===== config.mk =====
export PLATFORM = sky130hd
export DESIGN_NAME = scd_core
export DESIGN_NICKNAME = d
export VERILOG_FILES = /design/src/scd_pkg.sv /design/src/scd_block_ram.sv /design/src/scd_core.sv
export SDC_FILE = /design/constraint.sdc
export NUM_CORES = 1
export LEC_CHECK = 0
export ABC_AREA = 1
export BUFFER_PORTS_ARGS = -buffer_cell sky130_fd_sc_hd__buf_2
export CORE_ASPECT_RATIO = 1.1
export CORE_UTILIZATION = 55
export CTS_CLUSTER_DIAMETER = 120
export CTS_CLUSTER_SIZE = 20
export DETAILED_ROUTE_END_ITERATION = 7
export MAX_ROUTING_LAYER = met4
export PLACE_DENSITY = 0.83
export SYNTH_ARGS = -nofsm -noshare
export SYNTH_HDL_FRONTEND = slang
export SYNTH_SLANG_ARGS = --single-unit

===== constraint.sdc =====
create_clock -name clk -period 18.3 [get_ports clk]
set_input_delay 3.66 -clock clk [delete_from_list [all_inputs] [get_ports clk]]
set_output_delay 3.66 -clock clk [all_outputs]
set_load 0.01 [all_outputs]

===== src/scd_pkg.sv =====
// Constants and types for the pass-through and bus reset command decoder
package scd_pkg;

  // ==========================================================
  // Parameter block word offsets
  localparam logic [4:0] W_CMD = 5'h00;
  localparam logic [4:0] W_OPT = 5'h01;
  localparam logic [4:0] W_STAT = 5'h02;
  localparam logic [4:0] W_VEC = 5'h04;
  localparam logic [4:0] W_LVL = 5'h05;
  localparam logic [4:0] W_VTT = 5'h07;
  localparam logic [4:0] W_ADDR_HI = 5'h08;
  localparam logic [4:0] W_ADDR_LO = 5'h09;
  localparam logic [4:0] W_LEN_HI = 5'h0a;
  localparam logic [4:0] W_LEN_LO = 5'h0b;
  localparam logic [4:0] W_SG_HI = 5'h0c;
  localparam logic [4:0] W_SG_LO = 5'h0d;
  localparam logic [4:0] W_BUS = 5'h0e;
  localparam logic [4:0] W_UNIT = 5'h0f;
  localparam logic [4:0] W_CDB = 5'h10;
  localparam logic [4:0] W_LAST = 5'h1f;
  localparam logic [4:0] FETCH_END = 5'h11;

  // ==========================================================
  // Command codes and field positions
  localparam logic [15:0] CMD_PASS = 16'h0020;
  localparam logic [15:0] CMD_RESET = 16'h0022;
  localparam int OPT_IRQ_BIT = 0;
  localparam int OPT_SG_BIT = 1;
  localparam int OPT_DIR_BIT = 8;
  localparam int UNIT_BUS_BIT = 6;
  localparam int UNIT_EXT_BIT = 7;
  localparam int RST_BUS_BIT = 15;
  localparam logic [1:0] MT_SHORT_IO = 2'h3;

  // ==========================================================
  // Return status values
  localparam logic [15:0] STAT_RESET_OK = 16'h0011;
  localparam logic [7:0] ERR_BAD_CMD = 8'h01;
  localparam logic [7:0] ERR_BAD_GROUP = 8'h02;
  localparam logic [7:0] ERR_BAD_LEN = 8'h03;
  localparam logic [7:0] SCSI_CHECK = 8'h02;

  // ==========================================================
  // Descriptor sizing
  localparam logic [5:0] CDB_LEN_G0 = 6'h06;
  localparam logic [5:0] CDB_LEN_G12 = 6'h0a;
  localparam logic [5:0] CDB_LEN_G5 = 6'h0c;
  localparam logic [7:0] BLOCK_OVERHEAD = 8'h10;
  localparam logic [7:0] BLOCK_MAX_WORDS = 8'h20;

  // Short I/O base for lists held on board; value is arbitrary
  localparam logic [31:0] SIO_BASE = 32'h0000_0000;

  // ==========================================================
  // Error policy per queue
  typedef enum logic [1:0] {
    POL_NONE,
    POL_FREEZE,
    POL_ABORT,
    POL_SENSE
  } scd_policy_t;

  typedef enum logic [3:0] {
    ST_IDLE,
    ST_FETCH,
    ST_DECODE,
    ST_CDB_RD,
    ST_CDB_LD,
    ST_CDB_TX,
    ST_WAIT,
    ST_SENSE,
    ST_RST_GO,
    ST_RST_WAIT,
    ST_WB_STAT,
    ST_WB_LEN_HI,
    ST_WB_LEN_LO,
    ST_FINISH
  } scd_state_t;

endpackage


===== src/scd_block_ram.sv =====
// Parameter block storage: 32 words of 16 bits, registered read
`timescale 1ns/10ps
`default_nettype none

module scd_block_ram (
  // Clock
  input wire logic clk,
  // Access port
  input wire logic [4:0] addr,
  input wire logic we,
  input wire logic [15:0] wdata,
  output logic [15:0] rdata
);

  logic [15:0] mem [0:31];

  // No reset on the array; host must fill the block before use
  always_ff @(posedge clk) begin
    if (we) begin
      mem[addr] <= wdata;
    end
    rdata <= mem[addr];
  end

endmodule

`default_nettype wire


===== src/scd_core.sv =====
// Command decoder for pass-through and bus reset parameter blocks
`timescale 1ns/10ps
`default_nettype none

// Notes on behaviour
// - Buffer address is a bus address; Short I/O lists offset from base.
// - Transfer length is max byte count, or list element count.
// - Returned block's transfer length becomes actual bytes moved.
// - Words 0xC-0xD are zero, or the summed list entry counts.
// - Standard addressing takes target id from unit bits 2..0.
// - Standard addressing takes logical unit from unit bits 5..3.
// - Unit bit 6 picks primary or secondary bus in both forms.
// - Unit bit 7 selects wide_logical_unit_field bits 13..8, target bits 3..0.
// - Descriptor bytes from word 0x10 go to target unchanged.
// - Group code sizes descriptor at 6, 10 or 12 bytes.
// - Groups 6 and 7 take entry length minus 0x10 words.
// - Controller error code lands in return status bits 7..0.
// - Target status byte lands unchanged in status bits 15..8.
// - Bad target status triggers one queue policy only.
// - Autosense writes sense data over descriptor bytes onward.
// - Bus reset resets bus and terminates its pending commands.
// - Reset returns all active commands on that bus, aborted.
// - Freeze-on-reset option freezes queues hit by the reset.
// - Only code 0x22 runs reset; bus word at 0xE.
// - Reset bus word bit 15 picks channel 0 or 1.
// - Reset success writes 0x0011 and uses error vector.
// - Completion interrupt only when options bit 0 is set.
module scd_core (
  // Clock and reset
  input wire logic clk,
  input wire logic sys_rst,
  // Host block port
  input wire logic [4:0] hst_addr,
  input wire logic hst_wr,
  input wire logic [15:0] hst_wdata,
  output logic [15:0] hst_rdata,
  input wire logic hst_go,
  input wire logic [7:0] hst_entry_len,
  output logic hst_busy,
  // Target command
  output logic tgt_start,
  output logic [3:0] tgt_id,
  output logic [5:0] tgt_lun,
  output logic tgt_bus,
  output logic tgt_sg,
  output logic tgt_dir,
  output logic [31:0] tgt_addr,
  output logic [31:0] tgt_len,
  output logic [31:0] tgt_sgsum,
  // Descriptor stream
  output logic cdb_valid,
  output logic [7:0] cdb_byte,
  output logic cdb_last,
  input wire logic cdb_ready,
  // Target completion
  input wire logic tgt_done,
  input wire logic [7:0] tgt_status,
  input wire logic [7:0] tgt_err,
  input wire logic [31:0] tgt_count,
  // Queue policy
  input wire logic [1:0] q_policy,
  output logic q_freeze,
  output logic q_abort,
  // Sense stream
  output logic sense_req,
  output logic sense_ready,
  input wire logic sense_valid,
  input wire logic [7:0] sense_byte,
  input wire logic sense_last,
  // Bus reset
  input wire logic freeze_on_rst,
  input wire logic bus_rst_done,
  output logic bus_rst_req,
  output logic bus_rst_chan,
  output logic bus_abort,
  output logic rst_freeze,
  // Completion
  output logic cmp_done,
  output logic cmp_irq,
  output logic [7:0] cmp_vector,
  output logic [2:0] cmp_level
);

  // ==========================================================
  // State
  scd_pkg::scd_state_t state_reg, state_next;
  logic [4:0] ptr_reg, ptr_next;
  logic [5:0] cnt_reg, cnt_next;
  logic half_reg, half_next;
  logic sfull_reg, sfull_next;
  logic [15:0] wbuf_reg, wbuf_next;
  logic [15:0] cmd_reg, cmd_next;
  logic [15:0] opt_reg, opt_next;
  logic [15:0] vec_reg, vec_next;
  logic [2:0] lvl_reg, lvl_next;
  logic [1:0] mtype_reg, mtype_next;
  logic [31:0] addr_reg, addr_next;
  logic [31:0] len_reg, len_next;
  logic [31:0] sg_reg, sg_next;
  logic [15:0] busw_reg, busw_next;
  logic [15:0] unit_reg, unit_next;
  logic [7:0] byte0_reg, byte0_next;
  logic [7:0] elen_reg, elen_next;
  logic [15:0] stat_reg, stat_next;
  logic [31:0] count_reg, count_next;
  logic busy_next, start_next, valid_next, last_next;
  logic [7:0] byte_next;
  logic freeze_next, abort_next, sreq_next, sready_next;
  logic brq_next, bch_next, bab_next, rfz_next;
  logic done_next, irq_next;
  logic [7:0] vect_next;
  logic [2:0] level_next;
  logic [3:0] id_next;
  logic [5:0] lun_next;
  logic bus_next, sgo_next, dir_next;
  logic [31:0] taddr_next;

  // Memory port, shared: host while idle, engine in its fetch, descriptor, sense and write-back states, host address elsewhere
  logic [4:0] m_addr;
  logic m_we;
  logic [15:0] m_wdata;
  logic [15:0] m_rdata;
  logic [4:0] cap_addr;
  logic [2:0] group;
  logic [7:0] user_words;

  scd_block_ram u_ram (
    .clk(clk),
    .addr(m_addr),
    .we(m_we),
    .wdata(m_wdata),
    .rdata(m_rdata)
  );

  assign hst_rdata = m_rdata;
  assign cap_addr = ptr_reg - 5'h01;
  assign group = byte0_reg[7:5];
  assign user_words = elen_reg - scd_pkg::BLOCK_OVERHEAD;

  // ==========================================================
  // Next-state logic
  always_comb begin
    state_next = state_reg;
    ptr_next = ptr_reg;
    cnt_next = cnt_reg;
    half_next = half_reg;
    sfull_next = sfull_reg;
    wbuf_next = wbuf_reg;
    cmd_next = cmd_reg;
    opt_next = opt_reg;
    vec_next = vec_reg;
    lvl_next = lvl_reg;
    mtype_next = mtype_reg;
    addr_next = addr_reg;
    len_next = len_reg;
    sg_next = sg_reg;
    busw_next = busw_reg;
    unit_next = unit_reg;
    byte0_next = byte0_reg;
    elen_next = elen_reg;
    stat_next = stat_reg;
    count_next = count_reg;
    busy_next = hst_busy;
    start_next = 1'b0;
    valid_next = cdb_valid;
    last_next = cdb_last;
    byte_next = cdb_byte;
    freeze_next = 1'b0;
    abort_next = 1'b0;
    sreq_next = 1'b0;
    sready_next = sense_ready;
    brq_next = 1'b0;
    bch_next = bus_rst_chan;
    bab_next = 1'b0;
    rfz_next = 1'b0;
    done_next = 1'b0;
    irq_next = 1'b0;
    vect_next = cmp_vector;
    level_next = cmp_level;
    id_next = tgt_id;
    lun_next = tgt_lun;
    bus_next = tgt_bus;
    sgo_next = tgt_sg;
    dir_next = tgt_dir;
    taddr_next = tgt_addr;
    m_addr = hst_addr;
    m_we = 1'b0;
    m_wdata = hst_wdata;
    case (state_reg)
      scd_pkg::ST_IDLE: begin
        m_we = hst_wr;
        if (hst_go) begin
          busy_next = 1'b1;
          ptr_next = 5'h00;
          elen_next = hst_entry_len;
          state_next = scd_pkg::ST_FETCH;
        end
      end
      scd_pkg::ST_FETCH: begin
        // Read data trails the address by one cycle
        m_addr = ptr_reg;
        ptr_next = ptr_reg + 5'h01;
        if (ptr_reg != 5'h00) begin
          if (cap_addr == scd_pkg::W_CMD) begin
            cmd_next = m_rdata;
          end else if (cap_addr == scd_pkg::W_OPT) begin
            opt_next = m_rdata;
          end else if (cap_addr == scd_pkg::W_VEC) begin
            vec_next = m_rdata;
          end else if (cap_addr == scd_pkg::W_LVL) begin
            lvl_next = m_rdata[2:0];
          end else if (cap_addr == scd_pkg::W_VTT) begin
            mtype_next = m_rdata[9:8];
          end else if (cap_addr == scd_pkg::W_ADDR_HI) begin
            addr_next[31:16] = m_rdata;
          end else if (cap_addr == scd_pkg::W_ADDR_LO) begin
            addr_next[15:0] = m_rdata;
          end else if (cap_addr == scd_pkg::W_LEN_HI) begin
            len_next[31:16] = m_rdata;
          end else if (cap_addr == scd_pkg::W_LEN_LO) begin
            len_next[15:0] = m_rdata;
          end else if (cap_addr == scd_pkg::W_SG_HI) begin
            sg_next[31:16] = m_rdata;
          end else if (cap_addr == scd_pkg::W_SG_LO) begin
            sg_next[15:0] = m_rdata;
          end else if (cap_addr == scd_pkg::W_BUS) begin
            busw_next = m_rdata;
          end else if (cap_addr == scd_pkg::W_UNIT) begin
            unit_next = m_rdata;
          end else if (cap_addr == scd_pkg::W_CDB) begin
            byte0_next = m_rdata[15:8];
          end
        end
        if (ptr_reg == scd_pkg::FETCH_END) begin
          state_next = scd_pkg::ST_DECODE;
        end
      end
      scd_pkg::ST_DECODE: begin
        count_next = 32'h0000_0000;
        if (cmd_reg == scd_pkg::CMD_RESET) begin
          state_next = scd_pkg::ST_RST_GO;
        end else if (cmd_reg != scd_pkg::CMD_PASS) begin
          stat_next = {8'h00, scd_pkg::ERR_BAD_CMD};
          state_next = scd_pkg::ST_WB_STAT;
        end else begin
          // Known groups ignore the queue entry length
          case (group)
            3'h0: cnt_next = scd_pkg::CDB_LEN_G0;
            3'h1, 3'h2: cnt_next = scd_pkg::CDB_LEN_G12;
            3'h5: cnt_next = scd_pkg::CDB_LEN_G5;
            3'h6, 3'h7: cnt_next = {user_words[4:0], 1'b0};
            default: cnt_next = 6'h00;
          endcase
          if (group == 3'h3 || group == 3'h4) begin
            stat_next = {8'h00, scd_pkg::ERR_BAD_GROUP};
            state_next = scd_pkg::ST_WB_STAT;
          end else if (group[2:1] == 2'h3 &&
                       (elen_reg <= scd_pkg::BLOCK_OVERHEAD ||
                        elen_reg > scd_pkg::BLOCK_MAX_WORDS)) begin
            // User lengths beyond the on-board block are refused
            stat_next = {8'h00, scd_pkg::ERR_BAD_LEN};
            state_next = scd_pkg::ST_WB_STAT;
          end else begin
            start_next = 1'b1;
            if (unit_reg[scd_pkg::UNIT_EXT_BIT]) begin
              id_next = unit_reg[3:0];
              lun_next = unit_reg[13:8];
            end else begin
              id_next = {1'b0, unit_reg[2:0]};
              lun_next = {3'h0, unit_reg[5:3]};
            end
            bus_next = unit_reg[scd_pkg::UNIT_BUS_BIT];
            sgo_next = opt_reg[scd_pkg::OPT_SG_BIT];
            dir_next = opt_reg[scd_pkg::OPT_DIR_BIT];
            if (opt_reg[scd_pkg::OPT_SG_BIT] &&
                mtype_reg == scd_pkg::MT_SHORT_IO) begin
              taddr_next = scd_pkg::SIO_BASE + addr_reg;
            end else begin
              taddr_next = addr_reg;
            end
            ptr_next = scd_pkg::W_CDB;
            state_next = scd_pkg::ST_CDB_RD;
          end
        end
      end
      scd_pkg::ST_CDB_RD: begin
        m_addr = ptr_reg;
        state_next = scd_pkg::ST_CDB_LD;
      end
      scd_pkg::ST_CDB_LD: begin
        wbuf_next = m_rdata;
        valid_next = 1'b1;
        byte_next = m_rdata[15:8];
        last_next = (cnt_reg == 6'h01);
        half_next = 1'b0;
        state_next = scd_pkg::ST_CDB_TX;
      end
      scd_pkg::ST_CDB_TX: begin
        if (cdb_ready) begin
          cnt_next = cnt_reg - 6'h01;
          if (cdb_last) begin
            valid_next = 1'b0;
            last_next = 1'b0;
            state_next = scd_pkg::ST_WAIT;
          end else if (!half_reg) begin
            byte_next = wbuf_reg[7:0];
            half_next = 1'b1;
            last_next = (cnt_reg == 6'h02);
          end else begin
            valid_next = 1'b0;
            ptr_next = ptr_reg + 5'h01;
            state_next = scd_pkg::ST_CDB_RD;
          end
        end
      end
      scd_pkg::ST_WAIT: begin
        if (tgt_done) begin
          stat_next = {tgt_status, tgt_err};
          count_next = tgt_count;
          state_next = scd_pkg::ST_WB_STAT;
          if (tgt_status != 8'h00) begin
            case (scd_pkg::scd_policy_t'(q_policy))
              scd_pkg::POL_FREEZE: freeze_next = 1'b1;
              scd_pkg::POL_ABORT: abort_next = 1'b1;
              scd_pkg::POL_SENSE: begin
                if (tgt_status == scd_pkg::SCSI_CHECK) begin
                  sreq_next = 1'b1;
                  sready_next = 1'b1;
                  ptr_next = scd_pkg::W_CDB;
                  half_next = 1'b0;
                  sfull_next = 1'b0;
                  state_next = scd_pkg::ST_SENSE;
                end
              end
              default: freeze_next = 1'b0;
            endcase
          end
        end
      end
      scd_pkg::ST_SENSE: begin
        // Sense bytes pack high byte first over the descriptor area
        m_addr = ptr_reg;
        m_wdata = half_reg ? {wbuf_reg[15:8], sense_byte} :
                             {sense_byte, 8'h00};
        if (sense_valid) begin
          if (half_reg || sense_last) begin
            m_we = !sfull_reg;
            ptr_next = ptr_reg + 5'h01;
            half_next = 1'b0;
            if (ptr_reg == scd_pkg::W_LAST) begin
              sfull_next = 1'b1;
            end
          end else begin
            wbuf_next = {sense_byte, 8'h00};
            half_next = 1'b1;
          end
          if (sense_last) begin
            sready_next = 1'b0;
            state_next = scd_pkg::ST_WB_STAT;
          end
        end
      end
      scd_pkg::ST_RST_GO: begin
        brq_next = 1'b1;
        bch_next = busw_reg[scd_pkg::RST_BUS_BIT];
        bab_next = 1'b1;
        rfz_next = freeze_on_rst;
        state_next = scd_pkg::ST_RST_WAIT;
      end
      scd_pkg::ST_RST_WAIT: begin
        if (bus_rst_done) begin
          stat_next = scd_pkg::STAT_RESET_OK;
          state_next = scd_pkg::ST_WB_STAT;
        end
      end
      scd_pkg::ST_WB_STAT: begin
        m_addr = scd_pkg::W_STAT;
        m_we = 1'b1;
        m_wdata = stat_reg;
        if (cmd_reg == scd_pkg::CMD_RESET) begin
          state_next = scd_pkg::ST_FINISH;
        end else begin
          state_next = scd_pkg::ST_WB_LEN_HI;
        end
      end
      scd_pkg::ST_WB_LEN_HI: begin
        m_addr = scd_pkg::W_LEN_HI;
        m_we = 1'b1;
        m_wdata = count_reg[31:16];
        state_next = scd_pkg::ST_WB_LEN_LO;
      end
      scd_pkg::ST_WB_LEN_LO: begin
        m_addr = scd_pkg::W_LEN_LO;
        m_we = 1'b1;
        m_wdata = count_reg[15:0];
        state_next = scd_pkg::ST_FINISH;
      end
      scd_pkg::ST_FINISH: begin
        done_next = 1'b1;
        irq_next = opt_reg[scd_pkg::OPT_IRQ_BIT];
        // Any non-zero status, reset success included, uses error vector
        vect_next = (stat_reg != 16'h0000) ? vec_reg[7:0] :
                                             vec_reg[15:8];
        level_next = lvl_reg;
        busy_next = 1'b0;
        state_next = scd_pkg::ST_IDLE;
      end
      default: state_next = scd_pkg::ST_IDLE;
    endcase
  end

  // ==========================================================
  // Registers
  always_ff @(posedge clk or posedge sys_rst) begin
    if (sys_rst) begin
      state_reg <= scd_pkg::ST_IDLE;
      ptr_reg <= 5'h00;
      cnt_reg <= 6'h00;
      half_reg <= 1'b0;
      sfull_reg <= 1'b0;
      wbuf_reg <= 16'h0000;
      cmd_reg <= 16'h0000;
      opt_reg <= 16'h0000;
      vec_reg <= 16'h0000;
      lvl_reg <= 3'h0;
      mtype_reg <= 2'h0;
      addr_reg <= 32'h0000_0000;
      len_reg <= 32'h0000_0000;
      sg_reg <= 32'h0000_0000;
      busw_reg <= 16'h0000;
      unit_reg <= 16'h0000;
      byte0_reg <= 8'h00;
      elen_reg <= 8'h00;
      stat_reg <= 16'h0000;
      count_reg <= 32'h0000_0000;
      hst_busy <= 1'b0;
      tgt_start <= 1'b0;
      tgt_id <= 4'h0;
      tgt_lun <= 6'h00;
      tgt_bus <= 1'b0;
      tgt_sg <= 1'b0;
      tgt_dir <= 1'b0;
      tgt_addr <= 32'h0000_0000;
      tgt_len <= 32'h0000_0000;
      tgt_sgsum <= 32'h0000_0000;
      cdb_valid <= 1'b0;
      cdb_byte <= 8'h00;
      cdb_last <= 1'b0;
      q_freeze <= 1'b0;
      q_abort <= 1'b0;
      sense_req <= 1'b0;
      sense_ready <= 1'b0;
      bus_rst_req <= 1'b0;
      bus_rst_chan <= 1'b0;
      bus_abort <= 1'b0;
      rst_freeze <= 1'b0;
      cmp_done <= 1'b0;
      cmp_irq <= 1'b0;
      cmp_vector <= 8'h00;
      cmp_level <= 3'h0;
    end else begin
      state_reg <= state_next;
      ptr_reg <= ptr_next;
      cnt_reg <= cnt_next;
      half_reg <= half_next;
      sfull_reg <= sfull_next;
      wbuf_reg <= wbuf_next;
      cmd_reg <= cmd_next;
      opt_reg <= opt_next;
      vec_reg <= vec_next;
      lvl_reg <= lvl_next;
      mtype_reg <= mtype_next;
      addr_reg <= addr_next;
      len_reg <= len_next;
      sg_reg <= sg_next;
      busw_reg <= busw_next;
      unit_reg <= unit_next;
      byte0_reg <= byte0_next;
      elen_reg <= elen_next;
      stat_reg <= stat_next;
      count_reg <= count_next;
      hst_busy <= busy_next;
      tgt_start <= start_next;
      tgt_id <= id_next;
      tgt_lun <= lun_next;
      tgt_bus <= bus_next;
      tgt_sg <= sgo_next;
      tgt_dir <= dir_next;
      tgt_addr <= taddr_next;
      tgt_len <= start_next ? len_reg : tgt_len;
      tgt_sgsum <= start_next ? sg_reg : tgt_sgsum;
      cdb_valid <= valid_next;
      cdb_byte <= byte_next;
      cdb_last <= last_next;
      q_freeze <= freeze_next;
      q_abort <= abort_next;
      sense_req <= sreq_next;
      sense_ready <= sready_next;
      bus_rst_req <= brq_next;
      bus_rst_chan <= bch_next;
      bus_abort <= bab_next;
      rst_freeze <= rfz_next;
      cmp_done <= done_next;
      cmp_irq <= irq_next;
      cmp_vector <= vect_next;
      cmp_level <= level_next;
    end
  end

endmodule

`default_nettype wire


* Word-level counts from Yosys, hierarchy flattened
Memory sizes are Yosys's and may differ from the RTL's. A register that Yosys moved wholly into a read port is not among the register bits. Cells that the tools add are included.
Operators by class: equal/unequal tests 66, $lt $le $gt $ge 2, muxes and demuxes 117, reduce and logical (&&, ||, !) cells 52, bitwise gates (word level) 17, $add $sub $neg 4
Operators with widths (number):
- 16-bit 2-to-1 mux | 9
- 5-bit 2-to-1 mux | 14
- 4-bit 2-to-1 mux | 17
- 16-bit one-hot mux with 4 select lines | 1
- 32-bit one-hot mux with 2 select lines | 1
- 4-bit one-hot mux with 13 select lines | 1
- 1-bit 2-to-1 mux | 50
- 16-bit one-hot mux with 3 select lines | 1
- 5-bit by 4-bit equality test with 1-bit output (second input constant) | 8
- 2-bit inequality test (second input constant) | 20
- 32-bit 2-to-1 mux | 1
- 8-bit 2-to-1 mux | 4
- 16-bit one-hot mux with 2 select lines | 1
- 8-bit AND reduction | 4
- 5-bit one-hot mux with 6 select lines | 1
- 15-bit AND reduction | 2
- 4-bit equality test (second input constant) | 6
- 6-bit 2-to-1 mux | 4
- 6-bit one-hot mux with 4 select lines | 1
- 5-bit one-hot mux with 4 select lines | 1
- 1-bit inverter | 17
- 16-bit by 6-bit equality test with 1-bit output (second input constant) | 1
- 4-bit by 3-bit equality test with 1-bit output (second input constant) | 4
- 16-bit by 6-bit inequality test with 1-bit output (second input constant) | 1
- other kinds (55) | 88
Word-level totals: bits in registers 408, RAM bits 512, word-level logic and storage cells 305, memories 1, output and inout bits 158
Memory list:
- u_ram.mem | words 32, width 16, rd ports 1, clocked after Yosys merged registers in 1, wr ports 1, RTL line scd_block_ram.sv:15 | logic [15:0] mem [0:31];

* Longest topological paths before layout
Gate-level depths: netlist (run 1).
depth after elaboration 8, mapped depth 17

* Modules after synthesis
From an unflattened synthesis (run 1), not the netlist that was laid out.
Second synthesis, totals: cells, all modules 4036, area, all modules 38807.2 um2
Modules (own cells, without submodules):
- scd_block_ram | instances 1, area each 21919.8 um2, cells each 2074, seq. area each 15695.1 um2
- scd_core | instances 1, area each 16887.4 um2, cells each 1962, seq. area each 9559.2 um2

* Least setup slack after synthesis (run 1)
No wires, ideal clock.
path kind input to register, start point input port hst_addr[0], end point memory u_ram.mem[14][0] (enable), stages on the path 5, path slack 12643 ps, setup time 389 ps, buffers on the path 2, arrival time 5268 ps, cells stage by stage nand3_2 -> buf_4 -> clkbuf_1 -> nand4_1 -> nor2_1
Between the ends: cells in the longest elaborated chain, start to end 1
Ends and longest elaborated chain:
- start, declared | RTL line scd_core.sv:33 | input wire logic [4:0] hst_addr,
- 5-bit one-hot mux with 4 select lines | RTL line scd_core.sv:189 | case (state_reg)
- end, declared | RTL line scd_block_ram.sv:15
No other way between the ends.

* Worst setup path in the final report (run 1)
start point input port hst_addr[0], end point memory u_ram.mem[1][5] (enable)
The elaborated chain is that of the path after synthesis.

==> results of run 1 <==
==> final cells by class <==
class	instances	area, µm²	area share (%)
Multi-Input combinational cell	2730	11780	28.14
Inverter	124	478.0	1.142
Clock buffer	79	1403	3.351
Clock inverter	3	36.28	0.08670
Sequential cell	910	25250	60.34
Antenna cell	2	5.005	0.01196
Tap cell	927	1160	2.771
Timing Repair Buffer	313	1739	4.156
==> cell usage after synthesis, types with 4 or more instances <==
cell | n | share of area, %
a211oi_1 | 9 | 0.18
a21oi_1 | 38 | 0.50
a221oi_1 | 8 | 0.18
a31oi_1 | 18 | 0.29
buf_1 | 12 | 0.12
buf_2 | 100 | 1.3
buf_6 | 4 | 0.12
clkbuf_1 | 90 | 0.88
dfrtp_1 | 382 | 25
dfxtp_1 | 16 | 0.83
edfxtp_1 | 512 | 40
ha_1 | 11 | 0.36
inv_1 | 106 | 1.0
inv_2 | 16 | 0.16
mux2_2 | 7 | 0.21
nand2_1 | 1825 | 18
nand2_2 | 10 | 0.16
nand3_1 | 333 | 4.3
nand4_1 | 7 | 0.11
nor2_1 | 148 | 1.4
nor2_2 | 5 | 0.081
nor2_4 | 5 | 0.15
nor2_8 | 4 | 0.21
nor3_1 | 15 | 0.20
nor4_1 | 9 | 0.15
o211ai_1 | 5 | 0.098
o21ai_0 | 201 | 2.6
o21ai_1 | 21 | 0.27
o22ai_1 | 15 | 0.24
or2_2 | 5 | 0.081
==> worst register-to-register path, cell delays in order (launching register included) <==
cell	delay (ps)
dfrtp_1	430
nand2_1	110
inv_1	40
nand2_1	410
nand2_2	240
nor2_4	300
nand3_4	640
nand2_8	850
nand3_1	700
nor2_2	970
==> per-stage QoR <==
step / utilization, % / cell area, µm²
final: 60.66 / 41850
after CTS: 60.65 / 41850
after global placement: 58.56 / 40410
after global routing: 60.66 / 41850
after detailed placement: 58.56 / 40410
after floorplan: - / 38390
==> per-layer routing <==
| layer | routed length, µm | share of wire (%) | global-route usage [%] |
|---|---|---|---|
| met1 | 38250 | 37 | 37.87 |
| met2 | 49450 | 48 | 47.39 |
| met3 | 9950 | 9.7 | 4.689 |
| met4 | 5379 | 5.2 | 14.10 |
| met5 | 0 | 0 | - |
==> power groups by stage <==
stage               clock [mW]  combinational [mW]  sequential, mW
floorplan                    0                1.44            2.61
global placement             0                2.09            2.66
detailed placement           0                2.14            2.67
CTS                       1.19                2.15            2.63
global route              1.25                2.39            2.65
finish                    1.18                2.17            2.64
==> how the worst min path moves through the flow <==
stage / slack (ps) / to / cells past startpoint / from
2_1_floorplan: 440 / cmd_reg[4] / 2 / cmd_reg[4]
3_3_place_gp: 450 / tgt_addr[29] / 2 / tgt_addr[29]
3_5_place_dp: 450 / tgt_addr[10] / 2 / tgt_addr[10]
4_1_cts: 470 / tgt_addr[28] / 2 / tgt_addr[28]
5_1_grt: 490 / tgt_sgsum[31] / 2 / tgt_sgsum[31]
6_report: 470 / tgt_addr[28] / 2 / tgt_addr[28]
==> cell families after synthesis <==
logic type / Yosys count / share of synthesized area (%)
and+or+nand+nor: 2379 / 25.07
DFF: 910 / 65.79
AOI/OAI and AO/OA: 329 / 4.769
adders and majority gates: 11 / 0.3585
buffers and inverters: 333 / 3.696
muxes: 7 / 0.2054
xor gates and xnor gates: 4 / 0.1108
==> results.sh, run 1 <==
export IMPL_setup_violations_final=0
export IMPL_synth_top_flop_cell="edfxtp_1"
export IMPL_ys_types=56
export IMPL_grt_usage_pct=29.92
export IMPL_drtAntennaViolNets=0
export IMPL_crit_end="u_ram.mem[1][5]"
export IMPL_tightest_slew_ps=1190
export IMPL_post_route_drc_count=0
export IMPL_clock_latency_ps=640
export IMPL_largest_register="u_ram.mem"
export IMPL_reg2reg_slack_ps=13230
export IMPL_synthToLayoutAreaGrowth_pct=9.029
export IMPL_synth_edff_count=512
export IMPL_yosys_warnings=0
export IMPL_required_ps=18550
export IMPL_relSlewSlack_pct=20.44
export IMPL_path_depth=5
export IMPL_post_cts_buffers=0
export IMPL_cpLargestDelayFamily="simple AND/OR/NAND/NOR gates"
export IMPL_placedCellCount=5004
export IMPL_worstSetupEndpointType="flip-flop"
export IMPL_setup_tns_ps=0
export IMPL_pwr_share_comb_pct=36.3
export IMPL_fin_ws_ps=11640
export IMPL_synth_nets=4081
export IMPL_p_int_mw=3.538
export IMPL_p_switching_mw=2.454
export IMPL_min_period_ps=6658
export IMPL_io_buffers=254
export IMPL_final_cell_mix="1823 x nand2_1, 512 x edfxtp_1, 382 x dfrtp_1"
export IMPL_wl_um=103000
export IMPL_slew_viol_final=0
export IMPL_cts_root_buf="clkbuf_16"
export IMPL_outcome="finished, final reports clean"
export IMPL_syn_inst=3973
export IMPL_hold_buffers=0
export IMPL_clock_sinks=910
export IMPL_cts_resized=0
export IMPL_grt_pass1_vias=27616
export IMPL_rsz0062_at_grt="false"
export IMPL_initial_core_util_pct=55.63
export IMPL_crit_path_start="hst_addr[0]"
export IMPL_die_area_um2=70850
export IMPL_synthArstFlopShare_pct=41.98
export IMPL_post_dp_hpwl_um=63830
export IMPL_cp_arrival_ps=6910
export IMPL_synth_seq_cells=910
export IMPL_final_cells=5088
export IMPL_clockPowerShare_pct=19.7
export IMPL_crit_buf_inv=1
export IMPL_rows=101
export IMPL_hold_slack_ps=467.6
export IMPL_r2r_start="state_reg[2]"
export IMPL_clk_pin_slew_worst_paths_ps=80
export IMPL_cts_buffers=51
export IMPL_wl_per_cell_um=20.25
export IMPL_num_io_pins=255
export IMPL_finalCritPeriodShare_pct=36.38
export IMPL_critPathLaunchType="input port"
export IMPL_syn_avg_cell_area_um2=9.662
export IMPL_nets=4238
export IMPL_viasPerCell=5.699
export IMPL_clock_skew_ps=25.36
export IMPL_antenna_found_initial=3
export IMPL_fill_cells=5595
export IMPL_htree_levels=2
export IMPL_reg2reg_depth=9
export IMPL_crit_fanout=108
export IMPL_r2r_end="u_ram.mem[1][5]"
export IMPL_peakVddDrop_mv=0.1341
export IMPL_path_cells="buf_2 > nand3_4 > nand2_8 > nand3_1 > nor2_2"
export IMPL_worstSetupPathType="input port to flip-flop"
export IMPL_timing_fmax_mhz=150.2
export IMPL_hold_viol=0
export IMPL_cts_tree="built"
export IMPL_grt_max_degree=193
export IMPL_dieWidth_um=253.9
export IMPL_die_y_um=279.1
export IMPL_pre_cts_ws_ps=11100
export IMPL_largest_register_ffs=512
export IMPL_synth_seq_area_share_pct=65.79
export IMPL_cts_buffer_depth=3
export IMPL_place_congestion=0.9569
export IMPL_final_common_cell="nand2_1"
export IMPL_drt_pass1_iterations=6
export IMPL_drt_iter0_drc=3713
export IMPL_finalPower_mw=5.992
export IMPL_grt_ovfl_total=0
export IMPL_leakage_nw=19.23
export IMPL_via_count=28998
export IMPL_min_path_type="flip-flop to flip-flop"
export IMPL_core_area_um2=69000
export IMPL_max_cap_viol_count=0
export IMPL_power_density_nw_per_um2=143.2
export IMPL_grt_pass1_wl_um=157000
export IMPL_syn_area_um2=38390
export IMPL_slowest_stage="nor2_2"
export IMPL_swShare_pct=40.95
export IMPL_p_seq_share_pct=44.0
export IMPL_slowest_delay_ps=960
export IMPL_drive_gt1_share_pct=10.68
Note: power is estimated with default switching activity, not from simulation.
==> run 2, diff against run 1 <==
--- a/config.mk
+++ b/config.mk
@@ -13,7 +13,7 @@
 export CTS_CLUSTER_SIZE = 20
 export DETAILED_ROUTE_END_ITERATION = 7
 export MAX_ROUTING_LAYER = met4
-export PLACE_DENSITY = 0.83
+export PLACE_DENSITY = 0.86
 export SYNTH_ARGS = -nofsm -noshare
 export SYNTH_HDL_FRONTEND = slang
 export SYNTH_SLANG_ARGS = --single-unit
==> constraint.sdc (replaced) <==
create_clock -name clk -period 6.1 [get_ports clk]
set_input_delay 1.22 -clock clk [delete_from_list [all_inputs] [get_ports clk]]
set_output_delay 1.22 -clock clk [all_outputs]
set_load 0.01 [all_outputs]
==> run 2 against run 1 <==
Cell area is 0.33% higher. Core utilization up 0.20 points. Via count increased by 2.1%. Worst setup slack got worse by 9700 ps. Largest cell class unchanged. Combinational power grew to 3.0 times the previous value. Total power rose to 3.0 times the previous value. Global-route usage increased by 0.69 points. Largest power group unchanged.
==> results.sh, run 2 (synthesized netlist as in run 1, its figures left out) <==
export IMPL_grt_pass1_vias=28103
export IMPL_largest_register_ffs=512
export IMPL_power_density_nw_per_um2=429.3
export IMPL_post_cts_buffers=0
export IMPL_hold_buffers=0
export IMPL_largest_register="u_ram.mem"
export IMPL_cpLargestDelayFamily="simple AND/OR/NAND/NOR gates"
export IMPL_final_common_cell="nand2_1"
export IMPL_clk_pin_slew_worst_paths_ps=80
export IMPL_synthToLayoutAreaGrowth_pct=9.384
export IMPL_reg2reg_slack_ps=1970
export IMPL_grt_ovfl_total=0
export IMPL_hold_slack_ps=470.8
export IMPL_outcome="finished, final reports clean"
export IMPL_post_dp_hpwl_um=67550
export IMPL_slowest_delay_ps=740
export IMPL_max_cap_viol_count=0
export IMPL_antenna_found_initial=3
export IMPL_drive_gt1_share_pct=10.83
export IMPL_via_count=29594
export IMPL_post_route_drc_count=0
export IMPL_pwr_share_comb_pct=36.3
export IMPL_rows=101
export IMPL_reg2reg_depth=15
export IMPL_cp_arrival_ps=4620
export IMPL_tightest_slew_ps=1335
export IMPL_drt_pass1_iterations=7
export IMPL_finalCritPeriodShare_pct=67.69
export IMPL_whs_endpoint="tgt_addr[21]"
export IMPL_leakage_nw=19.32
export IMPL_crit_buf_inv=3
export IMPL_p_seq_share_pct=44.0
export IMPL_drtAntennaViolNets=0
export IMPL_setup_tns_ps=0
export IMPL_worstSetupEndpointType="flip-flop"
export IMPL_setup_violations_final=0
export IMPL_drt_iter0_drc=3793
export IMPL_timing_fmax_mhz=242.2
export IMPL_die_area_um2=70850
export IMPL_grt_usage_pct=30.61
export IMPL_cts_resized=0
export IMPL_relSlewSlack_pct=10.79
export IMPL_place_congestion=0.9686
export IMPL_cts_buffers=51
export IMPL_clock_skew_ps=38.15
export IMPL_slew_viol_final=0
export IMPL_cts_tree="built"
export IMPL_cts_root_buf="clkbuf_16"
export IMPL_final_cell_mix="1825 x nand2_1, 512 x edfxtp_1, 382 x dfrtp_1"
export IMPL_viasPerCell=5.798
export IMPL_htree_levels=2
export IMPL_min_period_ps=4129
export IMPL_swShare_pct=40.86
export IMPL_peakVddDrop_mv=0.2910
export IMPL_initial_core_util_pct=55.63
export IMPL_required_ps=6590
export IMPL_crit_fanout=76
export IMPL_finalPower_mw=18.02
export IMPL_rsz0062_at_grt="false"
export IMPL_io_buffers=254
export IMPL_path_cells="nand2_1 > inv_1 > nand2_1 > inv_2 > a21oi_4 > nand2_8 > buf_4 > nand2_1 > nand2_1 > nand2_1 > nand2_1 > nand2_1 > nand2_1 > nor2_1 > nand2_1"
export IMPL_critPathLaunchType="flip-flop"
export IMPL_hp_start="tgt_addr[21]"
export IMPL_fill_cells=5436
export IMPL_cts_buffer_depth=3
export IMPL_grt_max_degree=150
export IMPL_hold_viol=0
export IMPL_core_area_um2=69000
export IMPL_num_io_pins=255
export IMPL_r2r_start="state_reg[2]"
export IMPL_fin_ws_ps=1971
export IMPL_r2r_end="u_ram.rdata[12]"
export IMPL_grt_pass1_wl_um=160100
export IMPL_dieWidth_um=253.9
export IMPL_nets=4253
export IMPL_postLayoutCoreUtil_pct=60.85
export IMPL_clock_latency_ps=640
export IMPL_wl_um=105500
export IMPL_cpMostUsedCell="nand2_1"
export IMPL_p_int_mw=10.66
export IMPL_worstSetupPathType="flip-flop to flip-flop"
export IMPL_clock_sinks=910
export IMPL_slowest_stage="a21oi_4"
export IMPL_min_path_type="flip-flop to flip-flop"
export IMPL_pre_cts_ws_ps=2078
export IMPL_clockPowerShare_pct=19.7
export IMPL_whs_path_depth=2
export IMPL_p_switching_mw=7.364
export IMPL_die_y_um=279.1
export IMPL_wl_per_cell_um=20.67
-- run 2: metrics by stage --
stage | std cells | instance area, µm²
floorplan | 3973 | 38390
global placement | 5019 | 40540
detailed placement | 5019 | 40540
CTS | 5100 | 41980
global route | 5103 | 41990
finish | 5104 | 41990
-- run 2: final cells by class --
type / instances / area (µm²) / area share (%)
antenna: 4 / 10.01 / 0.02384
clock buffer: 80 / 1428 / 3.400
clock inverter: 1 / 11.26 / 0.02682
inverter: 124 / 474.2 / 1.129
multi-input combinational: 2730 / 11760 / 28.01
sequential: 910 / 25250 / 60.15
tap: 927 / 1160 / 2.762
timing repair buffer: 328 / 1889 / 4.500
-- run 2: worst max path at each step --
stage                 start          endpoint  slack [ps]  depth (start not counted)
6_report       state_reg[2]   u_ram.rdata[12]        1970                         15
5_1_grt        state_reg[2]   u_ram.rdata[12]        1690                         15
3_3_place_gp    hst_addr[0]  u_ram.mem[24][6]        2130                          6
3_5_place_dp    hst_addr[0]  u_ram.mem[24][6]        2080                          6
2_1_floorplan       sys_rst       addr_reg[0]        -250                          1
4_1_cts        state_reg[2]   u_ram.rdata[12]        2110                         15
-- run 2: power groups by stage --
stage                     Combinational [mW]  Clock, mW  Sequential [mW]
after floorplan                         4.33          0             7.84
after global placement                  6.23          0             8.01
after detailed placement                6.37          0             8.04
after CTS                               6.42       3.56             7.91
after global routing                    7.16       3.76             8.00
final                                   6.54       3.55             7.94
-- run 2: per-layer routing --
metal	vias to the layer above	wire length, µm	global-route usage (%)
li1	13365	-	-
met2	1784	49940	48.62
met1	14035	37690	36.87
met4	0	7256	17.35
met5	-	0	-
met3	410	10590	5.556
-- run 2: tightest hold or removal path, cell delays in order (launching register included) --
cell and delay [ps]:
dfrtp_1 340, nand2_1 50, nand2_1 40
